### src/design/prp_pkg.sv
// shared constants of the receive port: timing, word layout, strap pads, reset values
`default_nettype none
package prp_pkg;
    // =====================================================================
    // timing
    localparam int unsigned CLK_FREQ_KHZ   = 200000;
    localparam int unsigned RXCLK_100_KHZ  = 25000;
    localparam int unsigned RXCLK_10_KHZ   = 2500;
    localparam int unsigned HALF_100       = CLK_FREQ_KHZ / (2 * RXCLK_100_KHZ);
    localparam int unsigned HALF_10        = CLK_FREQ_KHZ / (2 * RXCLK_10_KHZ);
    localparam int unsigned RMII10_REPEAT  = 10;
    localparam int unsigned STRAP_SETTLE   = 3;
    // =====================================================================
    // fifo word layout
    localparam int unsigned NIB_W          = 4;
    localparam int unsigned SYM_W          = 5;
    localparam int unsigned WORD_W         = 6;
    localparam int unsigned WORD_SYM_MSB   = 4;
    localparam int unsigned WORD_ERR       = 5;
    localparam int unsigned FIFO_DEPTH     = 4;
    localparam logic [3:0]  SFD_LO         = 4'h5;
    localparam logic [3:0]  SFD_HI         = 4'hd;
    // =====================================================================
    // strap pads
    localparam int unsigned PAD_W          = 7;
    localparam int unsigned PAD_OPM0       = 0;
    localparam int unsigned PAD_OPM1       = 1;
    localparam int unsigned PAD_IFSEL      = 2;
    localparam int unsigned PAD_ADDR2      = 3;
    localparam int unsigned PAD_ADDR0      = 4;
    localparam int unsigned PAD_ADDR1      = 5;
    localparam int unsigned PAD_OPM2       = 6;
    localparam logic [2:0]  OP_MODE_RST    = 3'h7;
    localparam logic [2:0]  MGMT_ADDR_RST  = 3'h0;
    localparam logic        RMII_SEL_RST   = 1'b0;
endpackage
`default_nettype wire

### src/design/prp_rx_port.sv
// receive side of the mac-facing port: mii/rmii/symbol output, straps, mii receive clock
`default_nettype none
module prp_rx_port
    import prp_pkg::*;
#(
    parameter int unsigned DEPTH = FIFO_DEPTH
) (
    input  wire logic             clk,
    input  wire logic             arst_n,
    input  wire logic             speed_100,
    input  wire logic             symbol_mode,
    input  wire logic [SYM_W-1:0] up_data,
    input  wire logic             up_err,
    input  wire logic             up_valid,
    output var  logic             up_ready,
    input  wire logic             link_clk,
    input  wire logic [PAD_W-1:0] pad_in,
    output var  logic [3:0]       rxd_o,
    output var  logic [3:0]       rxd_oe,
    output var  logic             rxdv_o,
    output var  logic             rxdv_oe,
    output var  logic             rx_symbol_msb_o,
    output var  logic             rx_symbol_msb_oe,
    output var  logic             rxclk_o,
    output var  logic             rxclk_oe,
    output var  logic [2:0]       op_mode,
    output var  logic [2:0]       mgmt_addr,
    output var  logic             reduced_iface_select_strap,
    output var  logic             straps_captured
);
    localparam int unsigned HC_W = 6;
    localparam logic [HC_W-1:0] HC_100_LAST = HC_W'(HALF_100 - 1);
    localparam logic [HC_W-1:0] HC_10_LAST  = HC_W'(HALF_10 - 1);
    localparam logic [3:0]      REP_LAST    = 4'(RMII10_REPEAT - 1);
    localparam logic [1:0]      SETTLE_LAST = 2'(STRAP_SETTLE - 1);

    if (HALF_10 >= (1 << HC_W) || RMII10_REPEAT > 16 || STRAP_SETTLE > 4) begin : g_bad_cnt
        $error("counter widths too narrow for timing constants");
    end

    // =====================================================================
    // input synchronisers
    logic [PAD_W-1:0] pad_s1_q;
    logic [PAD_W-1:0] pad_s2_q;
    logic             lclk_s1_q;
    logic             lclk_s2_q;
    logic             lclk_s3_q;

    always_ff @(posedge clk or negedge arst_n) begin
        if (!arst_n) begin
            pad_s1_q  <= '0;
            pad_s2_q  <= '0;
            lclk_s1_q <= 1'b0;
            lclk_s2_q <= 1'b0;
            lclk_s3_q <= 1'b0;
        end else begin
            pad_s1_q  <= pad_in;
            pad_s2_q  <= pad_s1_q;
            lclk_s1_q <= link_clk;
            lclk_s2_q <= lclk_s1_q;
            lclk_s3_q <= lclk_s2_q;
        end
    end

    // =====================================================================
    // strap capture and drive enable
    logic [1:0] settle_q;
    logic       drive_q;
    wire        capture = !drive_q && (settle_q == SETTLE_LAST);

    always_ff @(posedge clk or negedge arst_n) begin
        if (!arst_n) begin
            settle_q <= '0;
            drive_q  <= 1'b0;
        end else if (!drive_q) begin
            settle_q <= settle_q + 2'h1;
            drive_q  <= capture;
        end
    end

    always_ff @(posedge clk or negedge arst_n) begin
        if (!arst_n) begin
            op_mode                    <= OP_MODE_RST;
            mgmt_addr                  <= MGMT_ADDR_RST;
            reduced_iface_select_strap <= RMII_SEL_RST;
            straps_captured            <= 1'b0;
        end else if (capture) begin
            op_mode                    <= {pad_s2_q[PAD_OPM2], pad_s2_q[PAD_OPM1],
                                           pad_s2_q[PAD_OPM0]};
            mgmt_addr                  <= {pad_s2_q[PAD_ADDR2], pad_s2_q[PAD_ADDR1],
                                           pad_s2_q[PAD_ADDR0]};
            reduced_iface_select_strap <= pad_s2_q[PAD_IFSEL];
            straps_captured            <= 1'b1;
        end
    end

    // =====================================================================
    // pacing: mii receive clock divider, rmii reference edges
    logic [HC_W-1:0] hc_q;
    logic [3:0]      rep_q;
    wire             rmii      = reduced_iface_select_strap;
    wire             mii       = !rmii;
    wire             hc_wrap   = hc_q == (speed_100 ? HC_100_LAST : HC_10_LAST);
    wire             mii_tick  = mii && hc_wrap && rxclk_o;
    wire             lclk_rise = lclk_s2_q && !lclk_s3_q;
    wire             rep_last  = speed_100 || (rep_q == REP_LAST);
    wire             rmii_tick = rmii && lclk_rise && rep_last;
    wire             tick      = drive_q && (mii_tick || rmii_tick);

    always_ff @(posedge clk or negedge arst_n) begin
        if (!arst_n) begin
            hc_q     <= '0;
            rxclk_o  <= 1'b0;
            rxclk_oe <= 1'b0;
            rep_q    <= '0;
        end else begin
            hc_q     <= (hc_wrap || !drive_q || rmii) ? '0 : hc_q + HC_W'(1);
            rxclk_o  <= drive_q && mii && (rxclk_o ^ hc_wrap);
            rxclk_oe <= drive_q && mii;
            if (lclk_rise) begin
                rep_q <= rep_last ? '0 : rep_q + 4'h1;
            end
        end
    end

    // =====================================================================
    // buffer between decoder and pins
    logic              fifo_vld;
    logic [WORD_W-1:0] fifo_word;
    logic              ph_q;
    logic              have_q;
    logic [WORD_W-1:0] cur_q;
    logic [3:0]        prev_nib_q;
    logic              sfd_seen_q;
    wire               load = tick && (mii || ph_q || !have_q);

    prp_fifo #(
        .W     (WORD_W),
        .DEPTH (DEPTH)
    ) u_fifo (
        .clk       (clk),
        .arst_n    (arst_n),
        .in_valid  (up_valid),
        .in_data   ({up_err, up_data}),
        .in_ready  (up_ready),
        .out_valid (fifo_vld),
        .out_data  (fifo_word),
        .out_ready (load)
    );

    // =====================================================================
    // output selection
    wire [WORD_W-1:0] word     = load ? fifo_word : cur_q;
    wire              vld      = load ? fifo_vld : have_q;
    wire              ph_next  = !load;
    wire [1:0]        dibit    = ph_next ? word[3:2] : word[1:0];
    wire              rmii10   = rmii && !speed_100;
    wire              sfd_now  = load && fifo_vld && rmii10 && (fifo_word[3:0] == SFD_HI)
                                 && (prev_nib_q == SFD_LO);
    wire              sfd_open = !rmii10 || sfd_seen_q || sfd_now;
    wire [1:0]        dibit_g  = sfd_open ? dibit : 2'b00;
    wire [3:0]        rxd_d    = !vld ? 4'h0 : mii ? word[3:0] : {2'b00, dibit_g};
    wire              sym_sel  = symbol_mode && mii;
    wire              rxsym_d  = vld && (sym_sel ? word[WORD_SYM_MSB] : word[WORD_ERR]);
    wire [3:0]        prev_d   = !vld ? 4'h0 : load ? word[3:0] : prev_nib_q;

    always_ff @(posedge clk or negedge arst_n) begin
        if (!arst_n) begin
            cur_q      <= '0;
            have_q     <= 1'b0;
            ph_q       <= 1'b0;
            prev_nib_q <= '0;
            sfd_seen_q <= 1'b0;
            rxd_o      <= '0;
            rxdv_o     <= 1'b0;
            rx_symbol_msb_o <= 1'b0;
        end else if (tick) begin
            cur_q      <= word;
            have_q     <= vld;
            ph_q       <= ph_next;
            prev_nib_q <= prev_d;
            sfd_seen_q <= vld && (sfd_seen_q || sfd_now);
            rxd_o      <= rxd_d;
            rxdv_o     <= vld;
            rx_symbol_msb_o <= rxsym_d;
        end
    end

    always_ff @(posedge clk or negedge arst_n) begin
        if (!arst_n) begin
            rxd_oe           <= '0;
            rxdv_oe          <= 1'b0;
            rx_symbol_msb_oe <= 1'b0;
        end else begin
            rxd_oe           <= {4{drive_q}};
            rxdv_oe          <= drive_q;
            rx_symbol_msb_oe <= drive_q;
        end
    end
endmodule
`default_nettype wire

### src/design/prp_fifo.sv
// small first-in first-out buffer with valid/ready on both sides
`default_nettype none
module prp_fifo
    import prp_pkg::*;
#(
    parameter int unsigned W     = WORD_W,
    parameter int unsigned DEPTH = FIFO_DEPTH
) (
    input  wire logic         clk,
    input  wire logic         arst_n,
    input  wire logic         in_valid,
    input  wire logic [W-1:0] in_data,
    output var  logic         in_ready,
    output var  logic         out_valid,
    output var  logic [W-1:0] out_data,
    input  wire logic         out_ready
);
    localparam int unsigned AW = (DEPTH > 1) ? $clog2(DEPTH) : 1;
    localparam int unsigned CW = $clog2(DEPTH + 1);
    localparam logic [CW-1:0] FULL_CNT = CW'(DEPTH);

    if (DEPTH < 2 || (DEPTH & (DEPTH - 1)) != 0) begin : g_bad_depth
        $error("fifo depth must be a power of two of at least 2");
    end

    logic [W-1:0]  mem [DEPTH];
    logic [AW-1:0] wr_q;
    logic [AW-1:0] rd_q;
    logic [CW-1:0] cnt_q;
    logic [CW-1:0] cnt_d;
    wire           push = in_valid & in_ready;
    wire           pop  = out_valid & out_ready;

    assign cnt_d     = cnt_q + CW'(push) - CW'(pop);
    assign out_valid = (cnt_q != '0);
    assign out_data  = mem[rd_q];

    always_ff @(posedge clk or negedge arst_n) begin
        if (!arst_n) begin
            wr_q     <= '0;
            rd_q     <= '0;
            cnt_q    <= '0;
            in_ready <= 1'b1;
        end else begin
            wr_q     <= wr_q + AW'(push);
            rd_q     <= rd_q + AW'(pop);
            cnt_q    <= cnt_d;
            in_ready <= (cnt_d != FULL_CNT);
        end
    end

    always_ff @(posedge clk) begin
        if (push) begin
            mem[wr_q] <= in_data;
        end
    end
endmodule
`default_nettype wire

### config.mk
export PLATFORM = sky130hd
export DESIGN_NAME = prp_rx_port
export DESIGN_NICKNAME = d
export VERILOG_FILES = /design/src/design/prp_pkg.sv /design/src/design/prp_rx_port.sv /design/src/design/prp_fifo.sv
export SDC_FILE = /design/constraint.sdc
export NUM_CORES = 1
export LEC_CHECK = 0
export ABC_AREA = 1
export BUFFER_PORTS_ARGS = -buffer_cell sky130_fd_sc_hd__buf_2
export CORE_MARGIN = 8
export CORE_UTILIZATION = 35
export DETAILED_ROUTE_END_ITERATION = 7
export PLACE_DENSITY = 0.56
export RECOVER_POWER = 25
export REMOVE_ABC_BUFFERS = 1
export SETUP_SLACK_MARGIN = 0.4
export SYNTH_ARGS = -nofsm -noshare
export SYNTH_HDL_FRONTEND = slang
export SYNTH_HIERARCHICAL = 1
export SYNTH_SLANG_ARGS = --single-unit
### constraint.sdc
create_clock -name clk -period 3.5 [get_ports clk]
set_clock_uncertainty 0.2 [all_clocks]
set_input_delay 0.175 -clock clk [delete_from_list [all_inputs] [get_ports clk]]
set_output_delay 0.175 -clock clk [all_outputs]
set_load 0.02 [all_outputs]
==> results of run 1 <==
## worst max-delay path, stage by stage (launching register included)
cell and delay (ps):
dfrtp_1 370, ha_1 190, nand2_1 60, nor2_1 200, nand4_4 150, nand2_4 130
nand2_4 130, inv_2 170, nand2_1 90, nand2_1 70, nand2_1 50, ha_1 190
fa_1 380, inv_1 60, nand2_1 50, nand2_1 70, nand2_1 50, nand2_1 70
nand2_1 50
## cell type report
cell class              count  area, sq um  area share
repair buffers             60        381.6     0.08769
flip-flops and latches     91         2402      0.5520
clock inverters             6        56.30     0.01294
well taps                 136        170.2     0.03910
inverters                  42        160.2     0.03680
clock buffers              10        127.6     0.02933
multi-input cells         196         1054      0.2421
## flip-flops by register name, summed over array words and instances (netlist names), 3 cells and up
name,flops
prev_nib_q,4
rep_q,4
pad_s1_q,7
cur_q,6
u_fifo/mem,24
mgmt_addr,3
rxd_o,4
hc_q,6
u_fifo/cnt_q,3
pad_s2_q,7
op_mode,3
## placed cells by master, fill, tap and decap left out, drive strengths merged, types with 15 or more instances in the layout
cell         synthesis  routed
nor2                39      39
dfrtp               63      63
edfxtp              24      24
nand2               66      66
clkbuf               0      15
o21ai               27      27
inv                 42      42
buf                 10      39
nand3               25      25
dlygate4sd3          0      16
## per-layer routing
layer,vias up,GRT usage,part of all wire
met3,9,0.03354,0.047
met5,-,0,0
met2,42,0.1770,0.50
met1,1165,0.1205,0.44
met4,0,0.03320,0.014
li1,1211,-,-
## metrics by stage
stage	power, uW	hold WS (ps)	utilization
3_5_place_dp	2149	-38.88	0.3888
3_3_place_gp	2123	-50.10	0.3888
6_report	2789	21.13	0.4215
2_1_floorplan	1911	-320.6	-
5_1_grt	2991	32.43	0.4215
4_1_cts	2849	7.078	0.4221
## timing repair
action / CTS / global route
hold buffers: 16 / 0
endpoints found under the hold margin: 53 / 0
endpoints found under the setup margin: 0 / 0
## synthesized netlist by cell type (2+ instances only)
master / n
o21ai_1: 12
nand3_1: 25
inv_2: 3
nand2_2: 2
edfxtp_1: 24
nor3_1: 6
dfrtp_1: 63
nand2_1: 62
mux2_2: 6
inv_1: 38
nor3b_1: 2
dfstp_2: 4
buf_4: 6
nor2_1: 35
nor2_4: 2
xor2_1: 4
o21ai_2: 4
buf_6: 3
nand4_1: 4
ha_1: 6
a21oi_1: 5
xnor2_1: 2
o21ai_0: 11
nand2_4: 2
nor2_2: 2
## how the worst max path moves through the flow
stage	start	endpoint	slack, ps
final	hc_q[0]	u_fifo/in_ready	700
after global routing	hc_q[0]	u_fifo/in_ready	430
after CTS	hc_q[0]	u_fifo/in_ready	660
after detailed placement	hc_q[0]	u_fifo/in_ready	660
after global placement	hc_q[0]	u_fifo/in_ready	780
after floorplan	hc_q[0]	u_fifo/in_ready	930
## cells by family (layout without fill, tap and decap cells)
family | count (synthesis) | in the layout
AOI/OAI and AO/OA | 33 | 33
xor gates and xnor gates | 6 | 6
muxes | 6 | 6
buffers and inverters | 52 | 118
adders and majority gates | 7 | 7
and+or+nand+nor | 144 | 144
DFF | 91 | 91
## power groups by stage
stage | clock network (uW) | logic, uW | registers (uW)
final | 666 | 690 | 1430
after global routing | 736 | 800 | 1450
after CTS | 706 | 707 | 1440
after detailed placement | 0 | 693 | 1460
after global placement | 0 | 672 | 1450
after floorplan | 0 | 453 | 1460
==> qor.yml, run 1 <==
arrival_ps: 2890
grt_pass1_wl_microns: 11890
tns_ps: 0
cell_internal_pwr_uw: 1871
syn_inst: 339
synth_top_area_frac: 0.4250
cp.required_ps: 3580
io_buffer_count: 41
yosysSeqAreaShare: 0.6476
avgSynthCellArea_sq_um: 10.94
synth.area.mux_share: 0.01821
cts_root_buf: "clkbuf_8"
hold_class: "in -> reg"
synth_xor_area_frac: 0.01417
cts_inserted_buffers: 9
die_height_microns: 119.0
vias: 2427
post-cts-setup-buffers: 0
comb_power_share: 0.247
final_area_sq_um: 4352
maxCapViolCount: 0
io_pins: 42
routedWlPerCell_microns: 12.50
r2r_slack_ps: 700
finalWorstSetupSlack_ps: 695.9
p_leak_uw: 0.002032
min_from: "symbol_mode"
critPathCaptureType: "flip-flop"
coreArea_sq_um: 10320
crit_type: "reg -> reg"
rsz0062_at_grt: "false"
grt_max_degree: 48
synth-main-ff-cell: "dfrtp_1"
fin_crit_sh: 0.8012
start_util: 0.3594
whs_endpoint: "rx_symbol_msb_o"
grt_usage: 0.1034
stdcell_count: 541
synth_area_sq_um: 3710
power.density_nw_per_um2: 640.8
cp_max_fo: 16
drive_gt1_frac: 0.1975
synth-edff-count: 24
synth_compound_area_frac: 0.04890
vdd_drop_max_mv: 0.2629
synth-async-reset-ratio: 0.7363
power.share.sequential: 0.514
placed_area_sq_um: 4014
setup_viol: 0
cp-start-kind: "flip-flop"
status: "finished clean"
syn2layout_area_growth_pct: 17.30
cts.sinks: 91
r2r_cells: 18
layout.nets: 426
power.switching_uw: 917.6
vias_per_cell: 4.486
ys_seq_elements: 91
reg2reg_from: "hc_q[0]"
ant_nets: 0
yosys.area_share.simple: 0.1771
ys_warn_count: 6
drc: 0
min_path_cells: 5
fillers: 1004
layout_min_cycle_time_ps: 2804
path_clk_slew_ps: 80
synth_fa_ha_area_frac: 0.02563
dp_cells: 509
antenna_cells: 0
placement_rows: 37
pre_cts_ws_ps: 663.3
dieWidth_microns: 119.0
clk_latency_ps: 350
grt_pass1_vias: 2499
dr.pass1.iters: 4
ys_top_cells_by_area: "dfrtp_1 42%, edfxtp_1 19%, nand2_1 6.3%"
fmax_ghz: 0.3566
globalRoute.totalOverflow: 0
cts_resized: 0
worst_pin_slew_ps: 1147
drt_wl_total_microns: 6760
hold_viol_final: 0
switching_share: 0.3291
antenna_found_initial: 0
cts_buffer_depth: 2
cts_htree_levels: 3
rr_endpoint: "u_fifo/in_ready"
max_slew_margin: 0.2352
yosys.area.top_type: "dfrtp_1"
synth_top_family_by_area: "simple AND/OR/NAND/NOR gates"
drv_slew: 0
detail_route.iter0.violations: 121
dp_hpwl_microns: 4858
cts_tree: "built"
die-area_sq_um: 14150
gp_congestion: 0.7874
clock_power_share: 0.239
synth_cell_types: 31
No activity file was read; power rests on OpenSTA's default activity.
==> run 2: changes to the inputs <==
- ABC_AREA: 1 -> 0
- PLACE_DENSITY: 0.56 -> 0.57
- clock period: 3.5 -> 2.93 ns (I/O delays scaled with it)
==> run 2 against run 1 <==
The flow now finishes with violations (max-capacitance violations, max-slew violations). Worst setup slack got worse by 530 ps. Critical path depth shrank 8. Die area fell by 4.2%. Critical path type unchanged. Via count down 16%. Largest cell class unchanged. Clock power grew 45%. Synthesized area down 4.9%. Power grew 23%. Register-to-register slack got worse by 530 ps. Combinational power grew 15%. Largest power group unchanged. First-iteration DRC count down 18%.
==> qor.yml, run 2 <==
synth-async-reset-ratio: 0.7273
grt_usage: 0.1040
dp_hpwl_microns: 4345
syn_inst: 235
die_height_microns: 116.4
crit_type: "reg -> reg"
ys_warn_count: 6
path_cells: "ha_4 -> nor3b_4 -> o2111ai_2 -> a21oi_2 -> o31ai_4 -> xor2_1 -> ha_2 -> fa_2 -> xor3_1 -> or3_1"
final_area_sq_um: 4373
antenna_cells: 0
grt_pass1_wl_microns: 10840
dr.pass1.iters: 4
synth_xor_area_frac: 0.03156
yosys.area_share.simple: 0.09291
setup_viol: 0
critPathCaptureType: "flip-flop"
yosys.area.top_type: "dfrtp_1"
switching_share: 0.2892
maxCapViolCount: 1
io_pins: 42
synth_area_sq_um: 3528
cp.required_ps: 3000
drc: 0
synth_common_cells: "60 x dfrtp_1, 24 x edfxtp_1, 15 x inv_1, 14 x mux2_2, 14 x nand2_1"
grt_pass1_vias: 2197
globalRoute.totalOverflow: 0
detail_route.iter0.violations: 99
clock_power_share: 0.281
synth_top_area_frac: 0.4255
ant_nets: 0
drive_gt1_frac: 0.3376
syn2layout_area_growth_pct: 23.94
fin_crit_sh: 0.9431
cts_htree_levels: 3
synth_cell_types: 50
worst_pin_slew_ps: 1532
yosysMostFrequentCell: "dfrtp_1"
regMostFlops: "u_fifo/mem"
synth-edff-count: 24
crit_family: "adder cells"
dieWidth_microns: 116.4
drt_wl_total_microns: 6385
power.switching_uw: 995.5
cts_inserted_buffers: 9
placement_rows: 36
grt_max_degree: 65
rsz0062_at_grt: "true"
synth.area.mux_share: 0.1057
synth-main-ff-cell: "dfrtp_1"
synth_top_family_by_area: "multiplexers"
avgSynthCellArea_sq_um: 15.01
layout.nets: 335
clk_latency_ps: 350
coreArea_sq_um: 9774
cts_tree: "built"
path_clk_slew_ps: 90
status: "complete, but fails checks"
cp_max_fo: 3
comb_power_share: 0.231
worst_path_max_delay_cell: "dfrtp_1"
placed_area_sq_um: 3902
ys_seq_elements: 88
top_regs: "u_fifo/mem: 24 flops, pad_s1_q: 7 flops, pad_s2_q: 7 flops"
gp_congestion: 0.7229
fillers: 882
slowest_delay_ps: 410
finalPower_uw: 3442
drv_slew: 65
vias_per_cell: 4.548
die-area_sq_um: 13550
cp-start-kind: "flip-flop"
routedWlPerCell_microns: 14.28
ys_top_cells_by_area: "dfrtp_1 43%, edfxtp_1 20%, mux2_2 4.5%"
vdd_drop_max_mv: 0.2724
synth_compound_area_frac: 0.04894
yosysSeqAreaShare: 0.6596
vias: 2033
p_leak_uw: 0.001869
largest_reg_flops: 24
power.density_nw_per_um2: 787.1
io_buffer_count: 41
fmax_ghz: 0.3619
violations: "max-capacitance violations, max-slew violations"
max_slew_margin: -0.02130
cts_buffer_depth: 2
synth_fa_ha_area_frac: 0.02695
antenna_found_initial: 0
cell_internal_pwr_uw: 2447
hold_viol_final: 0
hold_class: "in -> reg"
power.share.sequential: 0.488
final_cell_mix: "60 x dfrtp_1, 34 x buf_2, 24 x edfxtp_1, 16 x dlygate4sd3_1"
start_util: 0.3610
arrival_ps: 2830
cp_num_buf_inv: 0
cts.sinks: 88
final_common_cell: "dfrtp_1"
cts_root_buf: "clkbuf_8"
layout_min_cycle_time_ps: 2763
==> run 2: power by group through the flow <==
stage / combinational, uW / sequential [uW] / clock, uW
4_1_cts: 809 / 1690 / 998
3_5_place_dp: 740 / 1700 / 0
2_1_floorplan: 481 / 1700 / 0
6_report: 796 / 1680 / 967
3_3_place_gp: 732 / 1690 / 0
5_1_grt: 899 / 1720 / 1050
==> run 2: metrics by stage <==
stage                       util  setup WS (ps)  hold WS (ps)  std cells  TNS [ps]
after global routing      0.4474          35.62         71.81        447         0
after floorplan                -         -224.2        -349.1        225    -224.2
after detailed placement  0.3993          38.69         56.29        408         0
after CTS                 0.4466          132.5         31.71        444         0
after global placement    0.3993          129.5         54.30        408         0
final                     0.4474          166.8         60.61        447         0
==> run 2: timing repair <==
item                                    in CTS  in global routing
resized for setup                            8                  0
hold endpoints to repair                    93                  0
endpoints found under the setup margin       2                  4
cloned                                       0                  0
hold buffers                                16                  0
pin swaps                                    4                  3
setup buffers                                4                  3
==> run 2: layout make-up <==
class | count | area, sq um | share of cell area
clock buffers | 10 | 137.6 | 0.03147
clock inverters | 6 | 97.59 | 0.02232
inverters | 15 | 56.30 | 0.01288
multi-input cells | 122 | 1117 | 0.2555
flip-flops and latches | 88 | 2327 | 0.5322
well taps | 133 | 166.4 | 0.03805
repair buffers | 73 | 470.5 | 0.1076
==> run 2: worst paths after layout <==
path                              from  slack (ps)               to  depth (start not counted)
setup / recovery               hc_q[1]         170  u_fifo/in_ready                         10
hold / removal               speed_100          60         rep_q[1]                          3
setup reg to reg               hc_q[1]         170  u_fifo/in_ready                         10
hold reg to reg            pad_s1_q[3]         150      pad_s2_q[3]                          0
max in group asynchronous       arst_n        1030      pad_s2_q[5]                          3
min in group asynchronous       arst_n         570  rx_symbol_msb_o                          3
==> run 2: worst reg2reg max path, cell delays in order, from the launching register on <==
cell and delay (ps):
dfrtp_1 410, ha_4 170, nor3b_4 220, o2111ai_2 150, a21oi_2 240, o31ai_4 110, xor2_1 150, ha_2 180
fa_2 330, xor3_1 200, or3_1 330
==> run 2: logic make-up after synthesis <==
logic type,count (synthesis)
DFF,88
and+or+nand+nor,55
adders and majority gates,7
muxes,27
buffers and inverters,25
xor gates and xnor gates,11
AOI/OAI and AO/OA,22
==> run 2: per-layer routing <==
| layer | track usage | share of wire | vias to the layer above |
|---|---|---|---|
| met5 | 0 | 0 | - |
| met3 | 0.02947 | 0.047 | 9 |
| met2 | 0.1602 | 0.48 | 37 |
| li1 | - | - | 981 |
| met1 | 0.1343 | 0.46 | 1006 |
| met4 | 0.04408 | 0.014 | 0 |
==> run 3: changes to the inputs <==
- CORE_ASPECT_RATIO: not set -> 1.2
- HOLD_SLACK_MARGIN: not set -> 0.02
- PLACE_DENSITY: 0.57 -> not set
==> run 3 against run 2 <==
The run still ends with max-capacitance violations, max-slew violations left. Cell area is 2.4% higher. Worst hold slack worse by 2.6 ps. Count of clock-buffer cells in the layout is 2 higher. Final cell count shrank 0.45%. Register-to-register slack lost 40 ps. Power is 6.7% higher. Die area hardly changed. Via count is 3.7% higher. Critical path type unchanged. Largest cell class unchanged.
==> qor.yml, run 3 (synthesis results as in run 2) <==
status: "complete, but fails checks"
violations: "max-capacitance violations, max-slew violations"
rsz0062_at_grt: "true"
grt_pass1_wl_microns: 11050
drive_gt1_frac: 0.3448
die-area_sq_um: 13560
drv_slew: 28
clock_power_share: 0.305
cell_internal_pwr_uw: 2646
vias: 2109
max_slew_margin: -0.04970
io_pins: 42
power.density_nw_per_um2: 820.6
antenna_found_initial: 0
drc: 0
arrival_ps: 2860
clk_latency_ps: 340
crit_type: "reg -> reg"
setup_viol: 0
syn2layout_area_growth_pct: 26.88
final_cell_mix: "60 x dfrtp_1, 34 x buf_2, 24 x edfxtp_1, 18 x buf_4, 16 x dlygate4sd3_1"
ant_nets: 0
fmax_ghz: 0.3568
r2r_slack_ps: 130
cts_inserted_buffers: 9
cts_root_buf: "clkbuf_16"
io_buffer_count: 41
worst_pin_slew_ps: 1575
min_from: "speed_100"
vias_per_cell: 4.739
grt_max_degree: 38
power.share.sequential: 0.455
regMostFlops: "u_fifo/mem"
hold_viol_final: 0
final_area_sq_um: 4477
placement_rows: 40
r2r_cells: 9
path_clk_slew_ps: 60
rr_endpoint: "u_fifo/in_ready"
critPathCaptureType: "flip-flop"
hold_class: "in -> reg"
antenna_cells: 0
drt_wl_total_microns: 6574
cp_max_fo: 3
grt_pass1_vias: 2234
cp-start-kind: "flip-flop"
power.switching_uw: 1028
whs_endpoint: "rep_q[1]"
grt_usage: 0.1055
maxCapViolCount: 1
detail_route.iter0.violations: 52
cts_htree_levels: 3
cts.sinks: 88
start_util: 0.3561
comb_power_share: 0.240
cts_buffer_depth: 2
finalPower_uw: 3674
switching_share: 0.2798
die_height_microns: 126.0
cp.required_ps: 2990
layout.nets: 340
p_leak_uw: 0.001927
globalRoute.totalOverflow: 0
gp_congestion: 0.7544
min_path_cells: 3
dr.pass1.iters: 5
largest_reg_flops: 24
layout_min_cycle_time_ps: 2803
top_regs: "u_fifo/mem: 24 flops, pad_s1_q: 7 flops, pad_s2_q: 7 flops"
placed_area_sq_um: 3921
routedWlPerCell_microns: 14.77
fin_crit_sh: 0.9567
vdd_drop_max_mv: 0.3412
coreArea_sq_um: 9910
dieWidth_microns: 107.7
cts_tree: "built"
final_common_cell: "dfrtp_1"
dp_hpwl_microns: 4592
reg2reg_from: "hc_q[0]"
## run 3: critical path: stages (launching register included)
cell	delay [ps]
dfrtp_1	360
ha_2	180
nor3b_4	230
o2111ai_2	180
a21oi_2	240
o31ai_4	110
xor2_1	180
ha_2	210
fa_2	440
or3_1	380
## run 3: layout make-up
class                   instances  area, sq um
fillers                       898         5433
flip-flops and latches         88         2327
multi-input cells             122         1107
repair buffers                 78        526.8
clock buffers                  12        267.8
well taps                     126        157.7
inverters                      15        56.30
clock inverters                 4        33.78
## run 3: layer usage
layer / track usage / part of all wire
met2: 0.1676 / 0.49
met5: 0 / 0
met1: 0.1206 / 0.42
met4: 0.06137 / 0.024
met3: 0.03520 / 0.057
## run 3: worst max path at each step
| stage | to | from | slack (ps) |
|---|---|---|---|
| 3_5_place_dp | u_fifo/in_ready | hc_q[0] | 40 |
| 4_1_cts | u_fifo/in_ready | hc_q[1] | 120 |
| 5_1_grt | u_fifo/in_ready | hc_q[1] | 5 |
| 6_report | u_fifo/in_ready | hc_q[0] | 130 |
| 2_1_floorplan | u_fifo/in_ready | hc_q[0] | -220 |
| 3_3_place_gp | u_fifo/in_ready | hc_q[0] | 130 |
## run 3: power by group through the flow
stage | Combinational [uW] | Sequential (uW) | Clock [uW]
6_report | 880 | 1670 | 1120
5_1_grt | 989 | 1700 | 1200
4_1_cts | 882 | 1680 | 1160
3_5_place_dp | 767 | 1690 | 0
3_3_place_gp | 753 | 1680 | 0
2_1_floorplan | 481 | 1700 | 0
## run 3: repair_timing
action,CTS,global route
gates cloned,0,0
pin swaps,4,6
hold buffers,16,0
setup endpoints to repair,2,3
endpoints found under the hold margin,59,0
buffers inserted,5,5
resized for setup,8,0
## run 3: metrics by stage
| step | hold WS (ps) | util | setup TNS, ps | instances | worst slack (ps) |
|---|---|---|---|---|---|
| after floorplan | -349.1 | - | -224.2 | 225 | -224.2 |
| after global placement | 16.06 | 0.3957 | 0 | 403 | 128.9 |
| after detailed placement | 10.43 | 0.3957 | 0 | 403 | 44.99 |
| after CTS | 53.37 | 0.4492 | 0 | 440 | 122.9 |
| after global routing | 104.9 | 0.4518 | 0 | 445 | 4.824 |
| final | 58.04 | 0.4518 | 0 | 445 | 126.9 |
